## config.mk

```make
export PLATFORM = sky130hd
export DESIGN_NAME = bcd_core
export DESIGN_NICKNAME = d
export VERILOG_FILES = /design/src/inc/bcd_pkg.sv /design/src/rtl/bcd_core.sv
export SDC_FILE = /design/constraint.sdc
export NUM_CORES = 1
export LEC_CHECK = 0
export ABC_AREA = 1
export BUFFER_PORTS_ARGS = -buffer_cell sky130_fd_sc_hd__buf_2
export CORE_ASPECT_RATIO = 1.75
export CORE_UTILIZATION = 35
export DETAILED_ROUTE_END_ITERATION = 10
export PLACE_DENSITY_LB_ADDON = 0.08
export SLEW_MARGIN = 30
export SYNTH_ARGS = -nofsm -noshare
export SYNTH_HDL_FRONTEND = slang
export SYNTH_SLANG_ARGS = --single-unit
```

## constraint.sdc

```tcl
create_clock -name clk -period 5.8 [get_ports clk]
set_input_delay 1.45 -clock clk [delete_from_list [all_inputs] [get_ports clk]]
set_output_delay 1.45 -clock clk [all_outputs]
set_load 0.005 [all_outputs]
```

## src/inc/bcd_pkg.sv

```systemverilog
// constants, types and opcode map shared by the byte core decoder
package bcd_pkg;

	localparam int          PC_W          = 12;
	localparam int          STACK_DEPTH   = 6;
	localparam logic [11:0] PC_RESET      = 12'h000;
	localparam logic [11:0] INT_VEC_RESET = 12'hff0;

	// data-space locations held inside the core
	localparam logic [7:0]  ADDR_PTR_A    = 8'h80;
	localparam logic [7:0]  ADDR_ACC      = 8'hff;
	localparam logic [5:0]  ADDR_PTR_PAGE = 6'h20;

	// opcode groups, upper bits
	localparam logic [3:0]  GRP_CALL      = 4'h8;
	localparam logic [3:0]  GRP_JUMP      = 4'h9;
	localparam logic [3:0]  GRP_BTB       = 4'ha;
	localparam logic [3:0]  GRP_BIT       = 4'hb;
	localparam logic [2:0]  GRP_IND       = 3'h6;
	localparam logic [3:0]  GRP_DIR       = 4'he;
	localparam logic [3:0]  GRP_IMM       = 4'hf;

	// function field, low opcode bits
	localparam logic [3:0]  FN_LOAD       = 4'h0;
	localparam logic [3:0]  FN_STORE      = 4'h1;
	localparam logic [3:0]  FN_AND        = 4'h2;
	localparam logic [3:0]  FN_ADD        = 4'h3;
	localparam logic [3:0]  FN_CP         = 4'h4;
	localparam logic [3:0]  FN_SUB        = 4'h5;
	localparam logic [3:0]  FN_INC        = 4'h6;
	localparam logic [3:0]  FN_NOP        = 4'h6;
	localparam logic [3:0]  FN_DEC        = 4'h7;
	localparam logic [3:0]  FN_CLR        = 4'h8;
	localparam logic [3:0]  FN_COM        = 4'h9;
	localparam logic [3:0]  FN_RLC        = 4'ha;
	localparam logic [3:0]  FN_SLA        = 4'hb;
	localparam logic [3:0]  FN_RET        = 4'hc;
	localparam logic [3:0]  FN_RETI       = 4'hd;
	localparam logic [3:0]  FN_STOP       = 4'he;
	localparam logic [3:0]  FN_WAIT       = 4'hf;

	// instruction lengths in core clock cycles
	localparam int          CYC_SHORT     = 2;
	localparam int          CYC_ALU       = 4;
	localparam int          CYC_BTB       = 5;

	typedef enum logic [2:0] {st_fetch, st_decode, st_arg2, st_exec, st_tail, st_halt} bcd_state_t;

	typedef struct packed {
		logic zero;
		logic carry;
	} bcd_flags_t;

	typedef struct packed {
		logic [7:0] addr;
		logic [7:0] wdata;
		logic       we;
	} bcd_dbus_t;

	localparam bcd_flags_t  FLAGS_RESET   = '{zero: 1'b0, carry: 1'b0};

endpackage : bcd_pkg

```

## src/rtl/bcd_core.sv

```systemverilog
// byte core: instruction decode, operand addressing, return stack and execution
`timescale 1ns/10ps

module bcd_core
	import bcd_pkg::*;
#(
	parameter logic [11:0] INT_VEC     = INT_VEC_RESET,
	parameter int          STACK_CELLS = STACK_DEPTH
)
(
	// clock and reset
	input  wire logic       clk,
	input  wire logic       nrst,
	// program space
	output logic [11:0]     prog_addr,
	input  wire logic [7:0] prog_data,
	// data space
	output bcd_dbus_t       dbus,
	input  wire logic [7:0] data_rdata,
	// interrupt and power
	input  wire logic       int_req,
	output logic            int_ack,
	input  wire logic       watchdog_sel,
	output logic            wait_mode,
	output logic            stop_mode,
	output logic            bad_opcode
);

	bcd_state_t  st;
	logic [11:0] pc;
	logic [7:0]  op;
	logic [7:0]  arg1;
	logic [7:0]  arg2;
	logic [7:0]  opnd;
	logic [7:0]  acc;
	logic [7:0]  xr [4];
	bcd_flags_t  flg;
	bcd_flags_t  flg_save;
	logic        int_en;
	logic [11:0] stack [STACK_CELLS];
	logic [2:0]  cyc_cnt;

	logic        is_rel;
	logic        is_call;
	logic        is_jp;
	logic        is_btb;
	logic        is_bit;
	logic        is_ind;
	logic        is_short;
	logic        is_dir;
	logic        is_imm;
	logic [3:0]  fn;
	logic        undef_op;
	logic        inh_op;
	logic        two_cyc;
	logic [1:0]  ins_len;
	logic [3:0]  rel_span;
	logic        rel_cond;
	logic        bit_val;
	logic [11:0] ext_addr;
	logic [7:0]  ptr_val;
	logic [11:0] next_pc;
	logic [11:0] load_pc;
	logic [11:0] push_val;
	logic        done;
	logic        halting;
	logic        take_int;
	logic        push;
	logic        pop;
	logic [7:0]  rd_val;
	logic        wr_int;
	logic [7:0]  src;
	logic [7:0]  res;
	logic [7:0]  mask;
	logic [8:0]  wide;
	logic        wr_en;
	logic [7:0]  wr_addr;
	bcd_flags_t  next_flg;

	always_comb
	begin
		is_rel   = (op[7] == 1'b0);
		is_call  = (op[7:4] == GRP_CALL);
		is_jp    = (op[7:4] == GRP_JUMP);
		is_btb   = (op[7:4] == GRP_BTB);
		is_bit   = (op[7:4] == GRP_BIT);
		is_ind   = (op[7:5] == GRP_IND) && !op[3];
		is_short = (op[7:5] == GRP_IND) && op[3];
		is_dir   = (op[7:4] == GRP_DIR);
		is_imm   = (op[7:4] == GRP_IMM);
		if (is_short)
			fn = {1'b0, op[4], op[4], op[2]};
		else if (is_ind)
			fn = {1'b0, op[2:0]};
		else
			fn = op[3:0];
		undef_op = (is_dir && (fn > FN_CLR)) || (is_imm && (fn > FN_NOP) && (fn < FN_COM));
		inh_op   = is_imm && ((fn == FN_NOP) || (fn >= FN_RET));
		two_cyc  = is_rel || inh_op || undef_op;
		if (is_btb || (is_imm && (fn == FN_STORE)))
			ins_len = 2'h3;
		else if (is_rel || is_ind || is_short || inh_op || undef_op || (is_imm && (fn >= FN_COM)))
			ins_len = 2'h1;
		else
			ins_len = 2'h2;
	end

	// branch targets and next address
	always_comb
	begin
		rel_span = op[3:0];
		// type in top bits picks the flag and its sense
		rel_cond = ((op[6] ? flg.carry : flg.zero) == op[5]);
		bit_val  = opnd[op[2:0]];
		ext_addr = {op[3:0], arg1};
		ptr_val  = xr[{1'b0, op[4]}];
		next_pc  = pc + {10'h000, ins_len};
		if (is_rel && rel_cond)
			next_pc = op[4] ? (pc - {8'h00, rel_span}) : (pc + 12'h001 + {8'h00, rel_span});
		else if (is_call || is_jp)
			next_pc = ext_addr;
		else if (is_btb && (bit_val == op[3]))
			next_pc = pc + 12'h001 + {{4{arg2[7]}}, arg2};
		else if (inh_op && ((fn == FN_RET) || (fn == FN_RETI)))
			next_pc = stack[0];
	end

	always_comb
	begin
		done     = ((st == st_decode) && two_cyc) || ((st == st_exec) && !is_btb) || (st == st_tail);
		halting  = done && inh_op && ((fn == FN_STOP) || (fn == FN_WAIT));
		take_int = int_en && int_req && ((st == st_halt)
			|| (done && !halting && !is_call && !(inh_op && (fn >= FN_RET))));
		push     = (done && is_call) || take_int;
		pop      = done && inh_op && ((fn == FN_RET) || (fn == FN_RETI));
		if (take_int)
			push_val = (st == st_halt) ? pc : next_pc;
		else
			push_val = pc + {10'h000, ins_len};
		if (take_int)
			load_pc = INT_VEC;
		else if (st == st_halt)
			load_pc = pc;
		else
			load_pc = next_pc;
	end

	// data space read, core registers overlay memory
	always_comb
	begin
		if (dbus.addr == ADDR_ACC)
			rd_val = acc;
		else if (dbus.addr[7:2] == ADDR_PTR_PAGE)
			rd_val = xr[dbus.addr[1:0]];
		else
			rd_val = data_rdata;
		wr_int = (wr_addr == ADDR_ACC) || (wr_addr[7:2] == ADDR_PTR_PAGE);
	end

	// execute stage
	always_comb
	begin
		src      = is_imm ? arg1 : opnd;
		mask     = 8'h01 << op[2:0];
		res      = 8'h00;
		wide     = 9'h000;
		wr_en    = 1'b0;
		wr_addr  = dbus.addr;
		next_flg = flg;
		if (is_bit)
		begin
			res            = op[3] ? (opnd | mask) : (opnd & ~mask);
			wr_en          = 1'b1;
			next_flg.carry = bit_val;
		end
		else if (is_btb)
		begin
			next_flg.carry = bit_val;
		end
		else if (is_imm && (fn == FN_STORE))
		begin
			res   = arg2;
			wr_en = 1'b1;
		end
		else if (is_ind || is_short || is_dir || is_imm)
		begin
			case (fn)
				FN_LOAD:
				begin
					res           = src;
					wr_en         = 1'b1;
					wr_addr       = ADDR_ACC;
					next_flg.zero = (res == 8'h00);
				end
				FN_STORE:
				begin
					res           = acc;
					wr_en         = 1'b1;
					next_flg.zero = (res == 8'h00);
				end
				FN_AND:
				begin
					res      = acc & src;
					wr_en    = 1'b1;
					wr_addr  = ADDR_ACC;
					next_flg = '{zero: (res == 8'h00), carry: 1'b0};
				end
				FN_ADD, FN_CP, FN_SUB:
				begin
					wide     = (fn == FN_ADD) ? ({1'b0, acc} + {1'b0, src}) : ({1'b0, acc} - {1'b0, src});
					res      = wide[7:0];
					wr_en    = (fn != FN_CP);
					wr_addr  = ADDR_ACC;
					next_flg = '{zero: (res == 8'h00), carry: wide[8]};
				end
				FN_INC, FN_DEC:
				begin
					res           = (fn == FN_INC) ? (src + 8'h01) : (src - 8'h01);
					wr_en         = 1'b1;
					next_flg.zero = (res == 8'h00);
				end
				FN_CLR:
				begin
					wr_en = 1'b1;
					if (wr_addr == ADDR_ACC)
						next_flg = '{zero: 1'b1, carry: 1'b0};
				end
				FN_COM, FN_RLC, FN_SLA:
				begin
					if (fn == FN_COM)
						wide = {acc[7], ~acc};
					else
						wide = {acc, (fn == FN_RLC) ? flg.carry : 1'b0};
					res      = wide[7:0];
					wr_en    = 1'b1;
					wr_addr  = ADDR_ACC;
					next_flg = '{zero: (res == 8'h00), carry: wide[8]};
				end
				default:
				begin
					wr_en = 1'b0;
				end
			endcase
		end
	end

	// sequencer, program counter and fetch address
	always_ff @(posedge clk or negedge nrst)
	begin
		if (!nrst)
		begin
			st        <= st_fetch;
			pc        <= PC_RESET;
			prog_addr <= PC_RESET;
			op        <= 8'h00;
			arg1      <= 8'h00;
			arg2      <= 8'h00;
			opnd      <= 8'h00;
		end
		else
		begin
			case (st)
				st_fetch:
				begin
					op        <= prog_data;
					prog_addr <= pc + 12'h001;
					st        <= st_decode;
				end
				st_decode:
				begin
					arg1      <= prog_data;
					prog_addr <= pc + 12'h002;
					if (two_cyc)
						st <= halting ? st_halt : st_fetch;
					else
						st <= st_arg2;
				end
				st_arg2:
				begin
					arg2 <= prog_data;
					opnd <= rd_val;
					st   <= st_exec;
				end
				st_exec:
				begin
					st <= is_btb ? st_tail : st_fetch;
				end
				st_tail:
				begin
					st <= st_fetch;
				end
				st_halt:
				begin
					if (int_req)
						st <= st_fetch;
				end
				default:
				begin
					st <= st_fetch;
				end
			endcase
			if (done || ((st == st_halt) && int_req))
			begin
				pc        <= load_pc;
				prog_addr <= load_pc;
			end
		end
	end

	// data bus address and external writes
	always_ff @(posedge clk or negedge nrst)
	begin
		if (!nrst)
			dbus <= '0;
		else
		begin
			dbus.we <= 1'b0;
			if (st == st_decode)
			begin
				if (is_dir || is_bit || is_btb || (is_imm && (fn == FN_STORE)))
					dbus.addr <= prog_data;
				else if (is_ind)
					dbus.addr <= ptr_val;
				else if (is_short)
					dbus.addr <= {ADDR_PTR_PAGE, op[1:0]};
			end
			if ((st == st_exec) && wr_en && !wr_int)
			begin
				dbus.we    <= 1'b1;
				dbus.wdata <= res;
			end
		end
	end

	// accumulator, pointers and scratch registers
	always_ff @(posedge clk or negedge nrst)
	begin
		if (!nrst)
		begin
			acc <= 8'h00;
			for (int i = 0; i < 4; i++)
				xr[i] <= 8'h00;
		end
		else if ((st == st_exec) && wr_en && wr_int)
		begin
			if (wr_addr == ADDR_ACC)
				acc <= res;
			else
				xr[wr_addr[1:0]] <= res;
		end
	end

	// flags and interrupt enable
	always_ff @(posedge clk or negedge nrst)
	begin
		if (!nrst)
		begin
			flg      <= FLAGS_RESET;
			flg_save <= FLAGS_RESET;
			int_en   <= 1'b1;
		end
		else
		begin
			if (st == st_exec)
				flg <= next_flg;
			if (pop && (fn == FN_RETI))
			begin
				flg    <= flg_save;
				int_en <= 1'b1;
			end
			if (take_int)
			begin
				flg_save <= (st == st_exec) ? next_flg : flg;
				int_en   <= 1'b0;
			end
		end
	end

	// return stack, oldest cell lost on overflow
	always_ff @(posedge clk or negedge nrst)
	begin
		if (!nrst)
		begin
			for (int i = 0; i < STACK_CELLS; i++)
				stack[i] <= 12'h000;
		end
		else if (push)
		begin
			stack[0] <= push_val;
			for (int i = 1; i < STACK_CELLS; i++)
				stack[i] <= stack[i - 1];
		end
		else if (pop)
		begin
			for (int i = 0; i < STACK_CELLS - 1; i++)
				stack[i] <= stack[i + 1];
		end
	end

	// status outputs and power modes
	always_ff @(posedge clk or negedge nrst)
	begin
		if (!nrst)
		begin
			int_ack    <= 1'b0;
			bad_opcode <= 1'b0;
			wait_mode  <= 1'b0;
			stop_mode  <= 1'b0;
		end
		else
		begin
			int_ack    <= take_int;
			bad_opcode <= (st == st_decode) && undef_op;
			if (halting)
			begin
				stop_mode <= (fn == FN_STOP) && !watchdog_sel;
				wait_mode <= (fn == FN_WAIT) || watchdog_sel;
			end
			else if ((st == st_halt) && int_req)
			begin
				stop_mode <= 1'b0;
				wait_mode <= 1'b0;
			end
		end
	end

	// cycles since instruction start, checked below
	always_ff @(posedge clk or negedge nrst)
	begin
		if (!nrst)
			cyc_cnt <= 3'h0;
		else if (done || (st == st_halt))
			cyc_cnt <= 3'h0;
		else
			cyc_cnt <= cyc_cnt + 3'h1;
	end
endmodule : bcd_core

```

==> results.sh <==
export IMPL_status="finished clean"
export IMPL_netlist_area_mm2=0.0138
export IMPL_share_of_synthesized_flip_flops_with_an_asynchronous_set_or_reset_pct=100
export IMPL_layout_area_seq_mm2=0.00493
export IMPL_layout_worst_path_cycle_share_pct=79.2
export IMPL_r2r_start="op[6]"
export IMPL_unrepaired_setup_endpoints_after_global_routing="no"
export IMPL_synth_edff_count=0
export IMPL_layout_filler_cells=4196
export IMPL_fin_setup_tns_ns=0
export IMPL_cts_sink_count=197
export IMPL_max_clock_path_buffers=2
export IMPL_drt_wl_total_um=52900
export IMPL_max_clock_freq_mhz=218
export IMPL_floorplan_core_area_mm2=0.0385
export IMPL_grt_pass1_wl_um=81100
export IMPL_worstSkewPairLatency_ns=0.47
export IMPL_worstSetupPathType="reg -> reg"
export IMPL_initial_core_util_pct=35.7
export IMPL_resized_cells_post_cts=0
export IMPL_multi_input_gate_area_mm2=0.00768
export IMPL_area_growth_synth_to_final_pct=9.75
export IMPL_worstPathMaxFanout=7
export IMPL_yosys_register_bits=197
export IMPL_stdcell_area_mm2=0.0151
export IMPL_tritoncts="yes"
export IMPL_synth_yosys_seq_area_share_pct=35.9
export IMPL_grt_overflow_total=0
export IMPL_worst_endpoint_required_ns=6.15
export IMPL_most_common_layout_cells="sky130_fd_sc_hd__nand2_1, sky130_fd_sc_hd__dfrtp_1, sky130_fd_sc_hd__nor2_1"
export IMPL_top_level_pins=53
export IMPL_antenna_violating_nets_post_route=0
export IMPL_drc_errors=0
export IMPL_place_port_buffers=52
export IMPL_syn_nets=2120
export IMPL_pwr_density_cell_mw_per_mm2=613
export IMPL_gp_routability_congestion=0.984
export IMPL_fin_skew_ns=0.0137
export IMPL_power_frac_clock_pct=13.7
export IMPL_power_leakage_nw=7.52
export IMPL_switching_power_mw=5.04
export IMPL_synth_avg_cell_area_um2=6.68
export IMPL_mostFrequentLayoutCell="sky130_fd_sc_hd__nand2_1"
export IMPL_clkSlewWorstSetupHoldPaths_ns=0.08
export IMPL_grt_pass1_vias=13700
export IMPL_x_dimension_of_the_die_um=152
export IMPL_cts_root_buffer="sky130_fd_sc_hd__clkbuf_16"
export IMPL_antenna_diode_count=0
export IMPL_min_period_ns=4.60
export IMPL_final_layout_size_suffix_gt1_share_pct=7.99
export IMPL_design_final_nets=2138
export IMPL_logic_gate_share_of_total_power_pct=59.6
export IMPL_track_usage_pct=26.6
export IMPL_worst_endpoint_arrival_ns=4.94
export IMPL_worst_path_slowest_cell="sky130_fd_sc_hd__dfrtp_1"
export IMPL_maxUsedRoutingLayer="met4"
export IMPL_first_pass_iters=6
export IMPL_p_sw_share_pct=54.4
export IMPL_dp_hpwl_um=40800
export IMPL_max_slew_margin_rel_pct=36.2
export IMPL_htree_num_levels=4
export IMPL_hp_class="reg -> reg"
export IMPL_yosys_cell_types_count=51
export IMPL_startpoint_type="register"
export IMPL_drt_first_iter_violations=826
export IMPL_crit_path_frequent_cell="sky130_fd_sc_hd__nand2_1"
export IMPL_floorplan_rows=95
export IMPL_die_h_um=264
export IMPL_numCtsBuffers=17
export IMPL_cell_chain_critical_path="nand2_2 -> nor2_2 -> nand2_1 -> o21ai_1 -> inv_1 -> nand2_1 -> nor3_1 -> inv_1 -> nor2_1 -> nor2_1 -> xor2_1 -> inv_1 -> ha_1 -> inv_1 -> o311ai_0 -> xnor2_1 -> nor2_1 -> nor2_1 -> nand2_1 -> nand2_1 -> nand3_1 -> nand2_1 -> nand2_1"
export IMPL_placedCellCount=2542
export IMPL_final_cells=2575
export IMPL_via_per_inst=5.34
export IMPL_routed_via_count=13700
export IMPL_hold_start="stack[1]"
export IMPL_number_of_antenna_violations_at_the_first_check_in_global_routing=0
export IMPL_ys_dominant_reg_cell="sky130_fd_sc_hd__dfrtp_1"
export IMPL_worstMarginPinSlew_ns=0.953
export IMPL_seqPwrFrac_pct=26.7
export IMPL_final_setup_viol_count=0
export IMPL_vdd_ir_drop_worst_uv=209
export IMPL_die_area_mm2=0.0401
export IMPL_critical_path_endpoint_type="register"
export IMPL_cts_setup_buffers=0
export IMPL_cp_peak_stage_delay_ns=0.46
export IMPL_post_synth_inst_count=2059
export IMPL_grt_start_max_net_pins=104
export IMPL_hold_viol_final=0
export IMPL_drv_slew=0
export IMPL_setup_worst_path_start="op[6]"
export IMPL_placedInstanceArea_mm2=0.0144
export IMPL_yosys_warnings=0
export IMPL_drt_wirelength_per_cell_um=20.6
export IMPL_internal_power_mw=4.22
export IMPL_met3_length_um=1480
export IMPL_cts_hold_fix_buffers=0
export IMPL_wl_met1_um=19100
export IMPL_met2_length_um=28200
export IMPL_timing_max_cap_violations=0
[logic make-up (layout without fill, tap and decap cells)]
family / Yosys count / count (layout) / synth area share, %
compound gates: 351 / 351 / 14.2
xor+xnor: 49 / 49 / 3.12
fa+ha+maj: 41 / 41 / 4.00
buf+inv: 282 / 313 / 8.37
flops: 197 / 197 / 35.9
simple gates: 1139 / 1139 / 34.5
[flip-flops by register name, summed over array words and instances, names as in the netlist]
signal      flops
stack          72
xr             32
dbus           17
pc             12
prog_addr      12
acc             8
arg1            8
arg2            8
op              8
opnd            8
st              3
flg             2
flg_save        2
bad_opcode      1
int_ack         1
int_en          1
stop_mode       1
wait_mode       1
[power by group through the flow]
stage                     sequential (mW)  combinational (mW)  clock, mW
after global routing                 2.53                6.13       1.35
after detailed placement             2.48                5.47          0
after floorplan                      2.22                3.78          0
after global placement               2.48                5.45          0
after CTS                            2.47                5.49       1.30
final                                2.47                5.51       1.27
[critical path: cells and delay by family, from the launching register on]
kind,cells,cell delay [ns]
simple gates,14,1.92
compound gates,2,0.88
buf+inv,4,0.54
flops,1,0.46
xor+xnor,2,0.36
fa+ha+maj,1,0.31
[cells in the mapped netlist (all sizes together), types with 3 or more instances]
library cell / n / area [um2]
xor2: 38 / 333
nand3: 173 / 878
fa: 5 / 100
or2: 4 / 25.0
clkinv: 7 / 27.5
ha: 36 / 450
o21bai: 6 / 45.0
a21oi: 88 / 459
clkbuf: 40 / 150
o31ai: 3 / 22.5
o211ai: 24 / 180
nor4: 6 / 37.5
inv: 199 / 752
nor2: 201 / 792
buf: 36 / 221
o2111ai: 5 / 43.8
nor3: 23 / 125
nand3b: 3 / 22.5
nand4: 18 / 119
xnor2: 11 / 96.3
nand2: 709 / 2730
dfrtp: 196 / 4900
o21ai: 189 / 957
o22ai: 13 / 81.3
a31oi: 15 / 93.8
[layer usage]
metal,track usage [%],up-vias
li1,-,6705
met1,26.8,6526
met2,49.9,361
met3,2.82,153
met4,19.8,0
met5,0,-
[layout make-up]
class | count | share of cell area, %
clock buffers | 18 | 2.91
clock inverters | 14 | 1.21
inverters | 206 | 5.16
multi-input cells | 1580 | 50.9
flip-flops and latches | 197 | 32.7
well taps | 485 | 4.02
repair buffers | 75 | 3.14
[path summary, 6_finish.rpt]
path	endpoint	slack, ns	cells past startpoint
max	dbus[8]	1.20	23
min	stack[1]	0.48	2
max reg2reg	dbus[8]	1.20	23
min reg2reg	stack[1]	0.48	2
max in group asynchronous	acc[3]	4.08	2
min in group asynchronous	prog_addr[11]	0.86	1
[stage by stage]
| stage | worst slack, ns | hold WS (ns) | util (%) | power, mW |
|---|---|---|---|---|
| floorplan | 2.29 | 0.443 | - | 6.00 |
| global placement | 0.844 | 0.456 | 37.5 | 7.93 |
| detailed placement | 1.19 | 0.461 | 37.5 | 7.95 |
| CTS | 1.16 | 0.485 | 39.1 | 9.26 |
| global route | 0.897 | 0.492 | 39.2 | 10.0 |
| finish | 1.20 | 0.479 | 39.2 | 9.25 |
Note: power is estimated with default switching activity, not from simulation.
